<file path="src/hw/smcg_pkg.sv">
package smcg_pkg;
    // Bus and register map
    localparam int          ADR_W        = 12;
    localparam logic [11:0] OFS_SCG0     = 12'h0110;
    localparam logic [11:0] OFS_CTRL     = 12'h0114;
    localparam logic [11:0] OFS_STAT     = 12'h0118;
    // Sleep gating register layout
    localparam logic [31:0] SCG0_RESET   = 32'h0000_0040;
    localparam logic [31:0] SCG0_WMASK   = 32'h0011_0348;
    localparam int          BIT_PWM      = 20;
    localparam int          BIT_CONV     = 16;
    localparam int          BIT_HIBER    = 6;
    localparam int          BIT_WDOG     = 3;
    localparam int          RATE_LSB     = 8;
    localparam int          RATE_MSB     = 9;
    localparam logic [1:0]  RATE_500K    = 2'h2;
    localparam logic [1:0]  RATE_250K    = 2'h1;
    localparam logic [1:0]  RATE_125K    = 2'h0;
    // Control and status layout
    localparam int          BIT_AUTO_GATE = 0;
    localparam logic        AUTO_GATE_RST = 1'b0;
    localparam int          BIT_INSLEEP  = 8;
    // Peripheral indices
    localparam int          NUM_PER      = 4;
    localparam int          PER_PWM      = 0;
    localparam int          PER_CONV     = 1;
    localparam int          PER_HIBER    = 2;
    localparam int          PER_WDOG     = 3;
    localparam logic [3:0]  EN_RESET     = 4'h4;
    // Clock-enable boundary timing
    localparam int          CLK_PERIOD_NS  = 10;
    localparam int          GATE_PERIOD_NS = 40;
    localparam int          GATE_DIV       = GATE_PERIOD_NS / CLK_PERIOD_NS;
endpackage

</file>
<file path="src/hw/smcg_gate_cell.sv">
`timescale 1ns/10ps
module smcg_gate_cell #(
    parameter logic RST_VAL = 1'b0
) (
    input  wire logic clk_i,
    input  wire logic rst_i,
    input  wire logic tick_i,
    input  wire logic req_i,
    output logic      en_o
);
    typedef struct packed {
        logic en;
    } smcg_cell_type;

    smcg_cell_type st_ff;
    smcg_cell_type nxt_st;

    // Enable moves only on a boundary tick
    always_comb begin
        nxt_st = st_ff;
        if (tick_i) begin
            nxt_st.en = req_i;
        end
    end

    always_ff @(posedge clk_i) begin
        if (rst_i) begin
            st_ff.en <= RST_VAL;
        end else begin
            st_ff <= nxt_st;
        end
    end

    assign en_o = st_ff.en;
endmodule

</file>
<file path="src/hw/smcg_top.sv">
// Overview of operation
// - In sleep with auto gate select set, a set gating bit clocks its peripheral; a clear bit leaves it unclocked.
// - Access to a peripheral whose clock is off answers with a bus fault.
// - Gating register lives at 0x110 and resets to 0x00000040.
// - Sleep bits steer clocks only in sleep with auto gate select set.
// - Bit 20 gates the PWM clock, read/write, reset zero.
// - Bit 16 gates converter 0 clock, read/write, reset zero.
// - Bit 3 gates the watchdog clock, read/write, reset zero.
// - Bit 6 gates the hibernation clock, read/write, reset one.
// - Bits 9:8 pick converter rate: 2=500K, 1=250K, 0=125K; reset zero.
// - Reserved bits are read-only and read as zero.
//
// Added by the designer: register access over Wishbone.
`timescale 1ns/10ps
module smcg_top
    import smcg_pkg::*;
#(
    parameter int DIV = GATE_DIV
) (
    input  wire logic              clk_i,
    input  wire logic              rst_i,
    input  wire logic              cyc_i,
    input  wire logic              stb_i,
    input  wire logic              we_i,
    input  wire logic [ADR_W-1:0]  adr_i,
    input  wire logic [3:0]        sel_i,
    input  wire logic [31:0]       dat_i,
    output logic      [31:0]       dat_o,
    output logic                   ack_o,
    input  wire logic              sleep_i,
    input  wire logic [NUM_PER-1:0] run_gate_i,
    input  wire logic              acc_req_i,
    input  wire logic [1:0]        acc_sel_i,
    output logic                   acc_ok_o,
    output logic                   acc_fault_o,
    output logic [NUM_PER-1:0]     periph_clk_en_o,
    output logic [1:0]             rate_sel_o
);
    localparam int DIV_W = (DIV > 1) ? $clog2(DIV) : 1;
    localparam logic [DIV_W-1:0] DIV_LAST = DIV_W'(DIV - 1);

    typedef struct packed {
        logic [31:0]      scg0;
        logic             auto_gate;
        logic             ack;
        logic [31:0]      dat;
        logic [DIV_W-1:0] div;
        logic             tick;
        logic             ok;
        logic             fault;
        logic [1:0]       rate;
    } smcg_state_type;

    smcg_state_type    st_ff;
    smcg_state_type    nxt_st;
    logic [NUM_PER-1:0] en_w;
    logic [NUM_PER-1:0] sleep_req;
    logic [NUM_PER-1:0] req_w;
    logic              use_sleep;
    logic              bus_req;
    logic              wr_scg;
    logic              wr_ctrl;
    logic [31:0]       bmask;
    logic [31:0]       scg_new;
    logic [31:0]       rd_val;

    // Byte lane mask from sel
    always_comb begin
        for (int i = 0; i < 4; i++) begin
            bmask[8*i +: 8] = {8{sel_i[i]}};
        end
    end

    assign bus_req = cyc_i && stb_i && !st_ff.ack;
    assign wr_scg  = bus_req && we_i && (adr_i == OFS_SCG0);
    assign wr_ctrl = bus_req && we_i && (adr_i == OFS_CTRL) && sel_i[0];

    // Only writable positions take data; reserved stay zero
    assign scg_new = (st_ff.scg0 & ~(bmask & SCG0_WMASK))
                   | (dat_i & bmask & SCG0_WMASK);

    // Sleep bits in peripheral order
    assign sleep_req[PER_PWM]  = st_ff.scg0[BIT_PWM];
    assign sleep_req[PER_CONV] = st_ff.scg0[BIT_CONV];
    assign sleep_req[PER_HIBER] = st_ff.scg0[BIT_HIBER];
    assign sleep_req[PER_WDOG]  = st_ff.scg0[BIT_WDOG];

    assign use_sleep = sleep_i && st_ff.auto_gate;
    assign req_w     = use_sleep ? sleep_req : run_gate_i;

    // Read mux
    always_comb begin
        rd_val = 32'h0000_0000;
        if (adr_i == OFS_SCG0) begin
            rd_val = st_ff.scg0 & SCG0_WMASK;
        end else if (adr_i == OFS_CTRL) begin
            rd_val[BIT_AUTO_GATE] = st_ff.auto_gate;
        end else if (adr_i == OFS_STAT) begin
            rd_val[NUM_PER-1:0] = en_w;
            rd_val[BIT_INSLEEP] = use_sleep;
        end
    end

    always_comb begin
        nxt_st = st_ff;
        // Boundary divider
        nxt_st.tick = 1'b0;
        if (st_ff.div == DIV_LAST) begin
            nxt_st.div  = '0;
            nxt_st.tick = 1'b1;
        end else begin
            nxt_st.div = st_ff.div + DIV_W'(1);
        end
        // Wishbone slave, registered ack one cycle after the request
        nxt_st.ack = bus_req;
        if (bus_req) begin
            nxt_st.dat = we_i ? 32'h0000_0000 : rd_val;
        end
        if (wr_scg) begin
            nxt_st.scg0 = scg_new;
        end
        if (wr_ctrl) begin
            nxt_st.auto_gate = dat_i[BIT_AUTO_GATE];
        end
        nxt_st.rate = nxt_st.scg0[RATE_MSB:RATE_LSB];
        // Peripheral access check
        nxt_st.ok    = acc_req_i && en_w[acc_sel_i];
        nxt_st.fault = acc_req_i && !en_w[acc_sel_i];
    end

    always_ff @(posedge clk_i) begin
        if (rst_i) begin
            st_ff.scg0  <= SCG0_RESET;
            st_ff.auto_gate <= AUTO_GATE_RST;
            st_ff.ack   <= 1'b0;
            st_ff.dat   <= 32'h0000_0000;
            st_ff.div   <= '0;
            st_ff.tick  <= 1'b0;
            st_ff.ok    <= 1'b0;
            st_ff.fault <= 1'b0;
            st_ff.rate  <= SCG0_RESET[RATE_MSB:RATE_LSB];
        end else begin
            st_ff <= nxt_st;
        end
    end

    // One clean enable per peripheral
    for (genvar g = 0; g < NUM_PER; g++) begin : g_cell
        smcg_gate_cell #(
            .RST_VAL (EN_RESET[g])
        ) u_cell (
            .clk_i   (clk_i),
            .rst_i   (rst_i),
            .tick_i  (st_ff.tick),
            .req_i   (req_w[g]),
            .en_o    (en_w[g])
        );
    end

    assign dat_o           = st_ff.dat;
    assign ack_o           = st_ff.ack;
    assign acc_ok_o        = st_ff.ok;
    assign acc_fault_o     = st_ff.fault;
    assign periph_clk_en_o = en_w;
    assign rate_sel_o      = st_ff.rate;
endmodule

</file>
<file path="config.mk">
export PLATFORM = sky130hd
export DESIGN_NAME = smcg_top
export DESIGN_NICKNAME = d
export VERILOG_FILES = /design/src/hw/smcg_pkg.sv /design/src/hw/smcg_gate_cell.sv /design/src/hw/smcg_top.sv
export SDC_FILE = /design/constraint.sdc
export NUM_CORES = 1
export LEC_CHECK = 0
export ABC_AREA = 0
export BUFFER_PORTS_ARGS = -buffer_cell sky130_fd_sc_hd__buf_4
export CORE_ASPECT_RATIO = 1.75
export CORE_MARGIN = 1
export CORE_UTILIZATION = 35
export DETAILED_ROUTE_END_ITERATION = 6
export PLACE_DENSITY = 0.71
export SETUP_SLACK_MARGIN = 0.15
export SYNTH_ARGS = -nofsm -noshare
export SYNTH_HDL_FRONTEND = slang
export SYNTH_SLANG_ARGS = --single-unit
</file>
<file path="constraint.sdc">
create_clock -name clk_i -period 5.1 [get_ports clk_i]
set_input_delay 0.765 -clock clk_i [delete_from_list [all_inputs] [get_ports clk_i]]
set_output_delay 0.765 -clock clk_i [all_outputs]
set_load 0.02 [all_outputs]
</file>
==> summary.txt, run 1 <==
Status
  • Outcome: finished clean

Logic synthesis
  • Avg Inst Size Synth: just under 9 sq um
  • Area share of the largest cell type after synthesis: 37.0%
  • Xor-xnor portion of the synthesized cell area: 0%
  • Synth area leaders: dfxtp_1 (37%), buf_4 (20%), nor2_1 (3.7%), a22oi_1 (3.2%), a21oi_1 (2.8%)
  • Ys Warns: 0
  • Post-synthesis register bit count: 26
  • Netlist cell types: 39
  • Sequential area share after synthesis: between 30 and 40%
  • Top FF cell, synth: dfxtp_1
  • Adder-Cell Fraction of Synth Area: less than 1%
  • Simple-gate area share of the yosys netlist: around a quarter
  • Asr flop ratio synth: 0%
  • Synthesized instance count: about 160
  • Mux cell area share after synthesis: roughly 3.7%
  • Combinational family with the most area after synthesis: simple AND/OR/NAND/NOR gates
  • Leading area contributor after synthesis: dfxtp_1
  • EDFF count, synth: 0
  • Synthesized area: approximately 1400 sq um
  • Post-synthesis compound-gate area fraction: roughly an eighth

STA
  • Max Slew Vio Count: 0
  • Unrepaired setup endpoints after global routing: false
  • Endpoints failing setup: 0
  • Final min period: approximately 2.3 ns
  • Setup TNS: 0 ns
  • Final period util: 45.7%
  • Worst-Margin Slew: 0.756 ns
  • FMAX: ~430 MHz
  • Max-slew headroom: between 40 and 50%
  • Final Skew: approximately 0.0040 ns
  • Hold Vio Cnt, Final: 0

CTS
  • Post-CTS Setup Bufs: 0
  • Root buffer cell: clkbuf_8
  • TritonCTS clock tree: done
  • TritonCTS buffer count: 3
  • Bufs on Longest Clock Path: 2
  • Skew-Pair Late Insertion Delay: roughly 0.27 ns
  • CTS Sinks: 26
  • H-tree depth: 1
  • Resized Gates After CTS: 0
  • Hold bufs inserted after CTS: 0
  • Clock Pin Slew Worst Setup and Hold Paths: roughly 0.08 ns

GRT
  • Antenna violations before repair: 0
  • GRT Overall Usage: between 10 and 15%
  • First-pass GRT wire length: roughly 4700 microns
  • Largest net degree at the start of global routing: 29
  • Remaining Overflow, GRT: 0
  • Vias in the first global route: roughly 1100

Worst setup path
  • Required @ worst endpoint: 5.30 ns
  • Critical Path Start: adr_i[11]
  • Startpoint types: input port
  • Critical path type: input port to flip-flop
  • CP Capture Type: flip-flop
  • Worst r2r src: ack_o
  • Crit path max fanout: 4
  • Crit path arrival time: between 2 and 3 ns

Hold path
  • Hold_sp: st_ff[5]
  • Hold Path Class: flip-flop to flip-flop

Die
  • Die area: between 4000 and 5000 sq um
  • I/O Pins: 102
  • Core box area: 3870 sq um
  • Initial Util: ~36%
  • Site row count: 30
  • Die height: roughly 86 microns
  • Die width: around 50 microns

Drt
  • Via count: ~1200
  • 1st-iter DRT viols: 20
  • DRT antenna net count: 0
  • Vias per cell: between 4 and 5
  • Detailed Route WL: approximately 2900 microns
  • 1st-pass router iterations: 4
  • Wire length per cell: ~12 microns
  • Detailed-route DRC error count: 0

Placement
  • IO Port Bufs: 52
  • Placer Congestion: 0.719
  • DPL Wire Length: roughly 2300 microns
  • Placed Instance Area: 1640 sq um

Cells and area
  • Final core occ: between 40 and 50%
  • Layout area overhead: 19.5%
  • Layout cells sized above 1: 31.6%
  • Design Area, Final: 1680 sq um
  • Antenna Cells: 0
  • Final net count: 257

Power
  • VDD IR max: 0.000147 V
  • P per Cell Area: approximately 230 nW/um^2
  • Leakage: a little over 0.7 nW

Flow run
  • Max cap viols: 0
==> metal layers <==
metal | vias up | track usage (%) | wire, microns
met5 | - | 0 | 0
met4 | 0 | 8.57 | 70
met3 | 4 | 1.24 | 128
met2 | 44 | 26.7 | 1580
met1 | 533 | 15.0 | 1100
li1 | 577 | - | -
==> metrics by stage <==
stage / total power, mW / hold slack [ns] / instances / worst slack [ns]
2_1_floorplan: 0.263 / 0.408 / 180 / 2.78
3_3_place_gp: 0.277 / 0.419 / 238 / 2.45
3_5_place_dp: 0.278 / 0.432 / 238 / 2.49
4_1_cts: 0.387 / 0.450 / 241 / 2.77
5_1_grt: 0.403 / 0.484 / 241 / 2.74
6_report: 0.385 / 0.455 / 241 / 2.77
==> worst paths after layout <==
check,end,slack [ns],cells past startpoint
worst min-delay path,st_ff[5],0.46,1
worst max register to register,dat_o[8],3.41,4
worst min register to register,st_ff[5],0.46,1
worst max-delay path,dat_o[8],2.77,5
==> where the power goes <==
part | switching (mW) | leakage [nW] | internal [mW]
logic | 0.0353 | 0.485 | 0.0274
registers | 0.00338 | 0.211 | 0.207
clock network | 0.0588 | 0.0216 | 0.0529
total | 0.0975 | 0.717 | 0.288
==> cells in the mapped netlist, types with 2 or more instances <==
cell type,count
buf_4,38
o21ai_0,5
nor4_1,3
mux2i_1,3
a21oi_1,8
nor4b_1,2
a22oi_1,6
nand3b_1,3
dfxtp_1,26
nand3_1,7
nor3b_1,2
inv_1,3
clkbuf_1,4
nor2_1,14
a311oi_1,3
nand2b_1,2
nand2_1,7
==> cells in the final DEF, fill, tap and decap left out, types with 2 or more instances in the layout <==
| master | instances |
|---|---|
| nand2b_1 | 2 |
| o21ai_0 | 5 |
| dfxtp_1 | 26 |
| nor4_1 | 3 |
| nor4b_1 | 2 |
| mux2i_1 | 3 |
| a21oi_1 | 8 |
| nand3b_1 | 3 |
| conb_1 | 23 |
| buf_4 | 52 |
| nand3_1 | 7 |
| a22oi_1 | 6 |
| nand2_1 | 7 |
| a311oi_1 | 3 |
| inv_1 | 3 |
| nor3b_1 | 2 |
| nor2_1 | 14 |
| clkbuf_8 | 3 |
==> cell families after synthesis <==
kind of cell	count (synthesis)
multiplexers	4
buffers and inverters	45
AND/OR/NAND/NOR	56
AO/OA/AOI/OAI	25
flip-flops	26
other	1
adder cells (fa/ha/maj)	1
==> cell type report <==
class	instances	area (sq um)
fillers	409	2180
well taps	48	60.1
inverters	3	11.3
repair buffers	52	390
flip-flops and latches	26	520
multi-input cells	109	658
clock buffers	3	41.3
==> critical path, stage by stage <==
cell,delay [ns]
buf_4,0.11
or4b_1,0.61
nor4_1,0.70
a32oi_1,0.21
a21oi_1,0.15
(Power assumes the default switching activity.)
==> run 2, diff against run 1 <==
Settings changed: PLACE_DENSITY 0.71 to 0.73.
Clock period 5.1 ns to 2.1 ns, I/O delays scaled along.
==> summary.txt, run 2 (synthesis gave the netlist of run 1 again) <==
CTS
  • Bufs on Longest Clock Path: 2
  • TritonCTS buffer count: 3
  • CTS Sinks: 26
  • Root buffer cell: clkbuf_8
  • Post-CTS Setup Bufs: 0
  • Clock Pin Slew Worst Setup and Hold Paths: around 0.08 ns
  • TritonCTS clock tree: done
  • Resized Gates After CTS: 0
  • Hold bufs inserted after CTS: 0
  • H-tree depth: 1
  • Skew-Pair Late Insertion Delay: about 0.27 ns

Cells and area
  • Most frequent cells in the layout: buf_4 (57), dfxtp_1 (26), conb_1 (23)
  • Area of the multi-input gates: between 600 and 700 sq um
  • Final net count: approximately 260
  • Layout area overhead: 22.1%
  • Commonest non-fill, non-tap cell in the layout: buf_4
  • # fillers: a little under 400
  • Post-route insts no fill: 246
  • Final core occ: between 40 and 50%
  • Layout cells sized above 1: between 30 and 40%
  • Reg area: about 520 sq um
  • Antenna Cells: 0

STA
  • Max Slew Vio Count: 0
  • Hold Vio Cnt, Final: 0
  • Final period util: 83.9%
  • Final Skew: 0.00313 ns
  • Final min period: ~1.8 ns
  • Smallest hold slack: roughly 0.3 ns
  • FMAX: around 570 MHz
  • Endpoints failing setup: 0
  • Setup TNS: 0 ns
  • Unrepaired setup endpoints after global routing: false
  • Final worst slack: roughly 0.34 ns

Drt
  • Wire length per cell: ~11 microns
  • 1st-iter DRT viols: 15
  • 1st-pass router iterations: 4
  • DRT antenna net count: 0
  • Detailed Route WL: ~2800 microns
  • Via count: roughly 1200
  • Detailed-route DRC error count: 0
  • Vias per cell: 4.78

Power
  • Internal power: between 0.6 and 0.7 mW
  • Logic pwr share: ~16%
  • Seq pwr share: about 55%
  • NetSw: 0.236 mW
  • VDD IR max: 0.000302 V
  • Clock power share: slightly below 30%
  • Leakage: 0.742 nW
  • Sw frac: 25.2%
  • P per Cell Area: 544 nW/um^2

GRT
  • First-pass GRT wire length: ~4400 microns
  • Antenna violations before repair: 0
  • Largest net degree at the start of global routing: 29
  • Remaining Overflow, GRT: 0
  • Vias in the first global route: 1054
  • GRT Overall Usage: between 10% and 20%

Die
  • I/O Pins: between 100 and 150
  • Die height: about 86 microns
  • Core box area: between 3000 and 4000 sq um
  • Die area: between 4000 and 5000 sq um
  • Die width: between 40 and 50 microns
  • Initial Util: between 30% and 40%
  • Site row count: 30

Worst setup path
  • Crit path arrival time: roughly 2 ns
  • CP Capture Type: flip-flop
  • Worst reg2reg setup slack: around 0.74 ns
  • Slowest CP cell: or4b_4
  • R2R Path End: dat_o[8]
  • Slowest stage delay, CP: approximately 0.53 ns
  • CP Cell Sequence: buf_4, or4b_4, or4_4, or3_1, a21oi_1
  • Startpoint types: input port
  • Crit path max fanout: 3
  • Critical path type: input port to flip-flop
  • Worst r2r src: ack_o
  • R2r worst-path depth: 5
  • Critical Path Start: adr_i[7]
  • Setup crit end: st_ff[40]
  • Required @ worst endpoint: around 2.3 ns

Status
  • Outcome: finished clean

Placement
  • IO Port Bufs: between 50 and 60
  • Placed insts: roughly 240
  • DPL Wire Length: 2250 microns
  • Placer Congestion: around 0.76
  • Pre-CTS setup slack: approximately 0.072 ns

Hold path
  • Hold_sp: acc_req_i
  • Hold Path Depth: 2
  • Hold Path Class: input port to flip-flop

Flow run
  • Max cap viols: 0
run 2: cell count changes in the layout (fill, tap and decap cells not counted), sizes merged:
cell and delta:
buf +5
run 2: power groups by stage:
stage               logic (mW)  clock network (mW)  registers, mW
finish                   0.153               0.271          0.511
detailed placement       0.154                   0          0.524
CTS                      0.154               0.283          0.512
global placement         0.151                   0          0.523
floorplan                0.115                   0          0.523
global route             0.167               0.298          0.514
run 2: critical path: cells and delay by family:
kind	cells	cell delay [ns]
AO/OA/AOI/OAI	1	0.14
buffers and inverters	1	0.11
AND/OR/NAND/NOR	3	1.39
run 2: worst min path at each step:
stage	end	slack (ns)
detailed placement	st_ff[5]	0.43
global route	acc_ok_o	0.29
CTS	acc_ok_o	0.30
finish	acc_ok_o	0.30
floorplan	st_ff[5]	0.41
global placement	st_ff[5]	0.42
run 2: through the flow:
stage | cell area (sq um) | power (mW)
floorplan | 1490 | 0.638
global placement | 1680 | 0.674
detailed placement | 1680 | 0.678
CTS | 1720 | 0.949
global route | 1720 | 0.978
finish | 1720 | 0.936
run 2: area by class of cell:
class,instances,area share (%)
Inverter,3,0.655
Clock buffer,3,2.40
Timing Repair Buffer,57,24.9
Tap cell,48,3.49
Sequential cell,26,30.3
Multi-Input combinational cell,109,38.3
run 2: per-layer routing:
| layer | vias up | global-route usage, % | wire, microns |
|---|---|---|---|
| li1 | 586 | - | - |
| met1 | 542 | 13.6 | 1030 |
| met2 | 44 | 26.0 | 1560 |
| met3 | 5 | 0.709 | 130 |
| met4 | 0 | 8.83 | 63 |
| met5 | - | 0 | 0 |
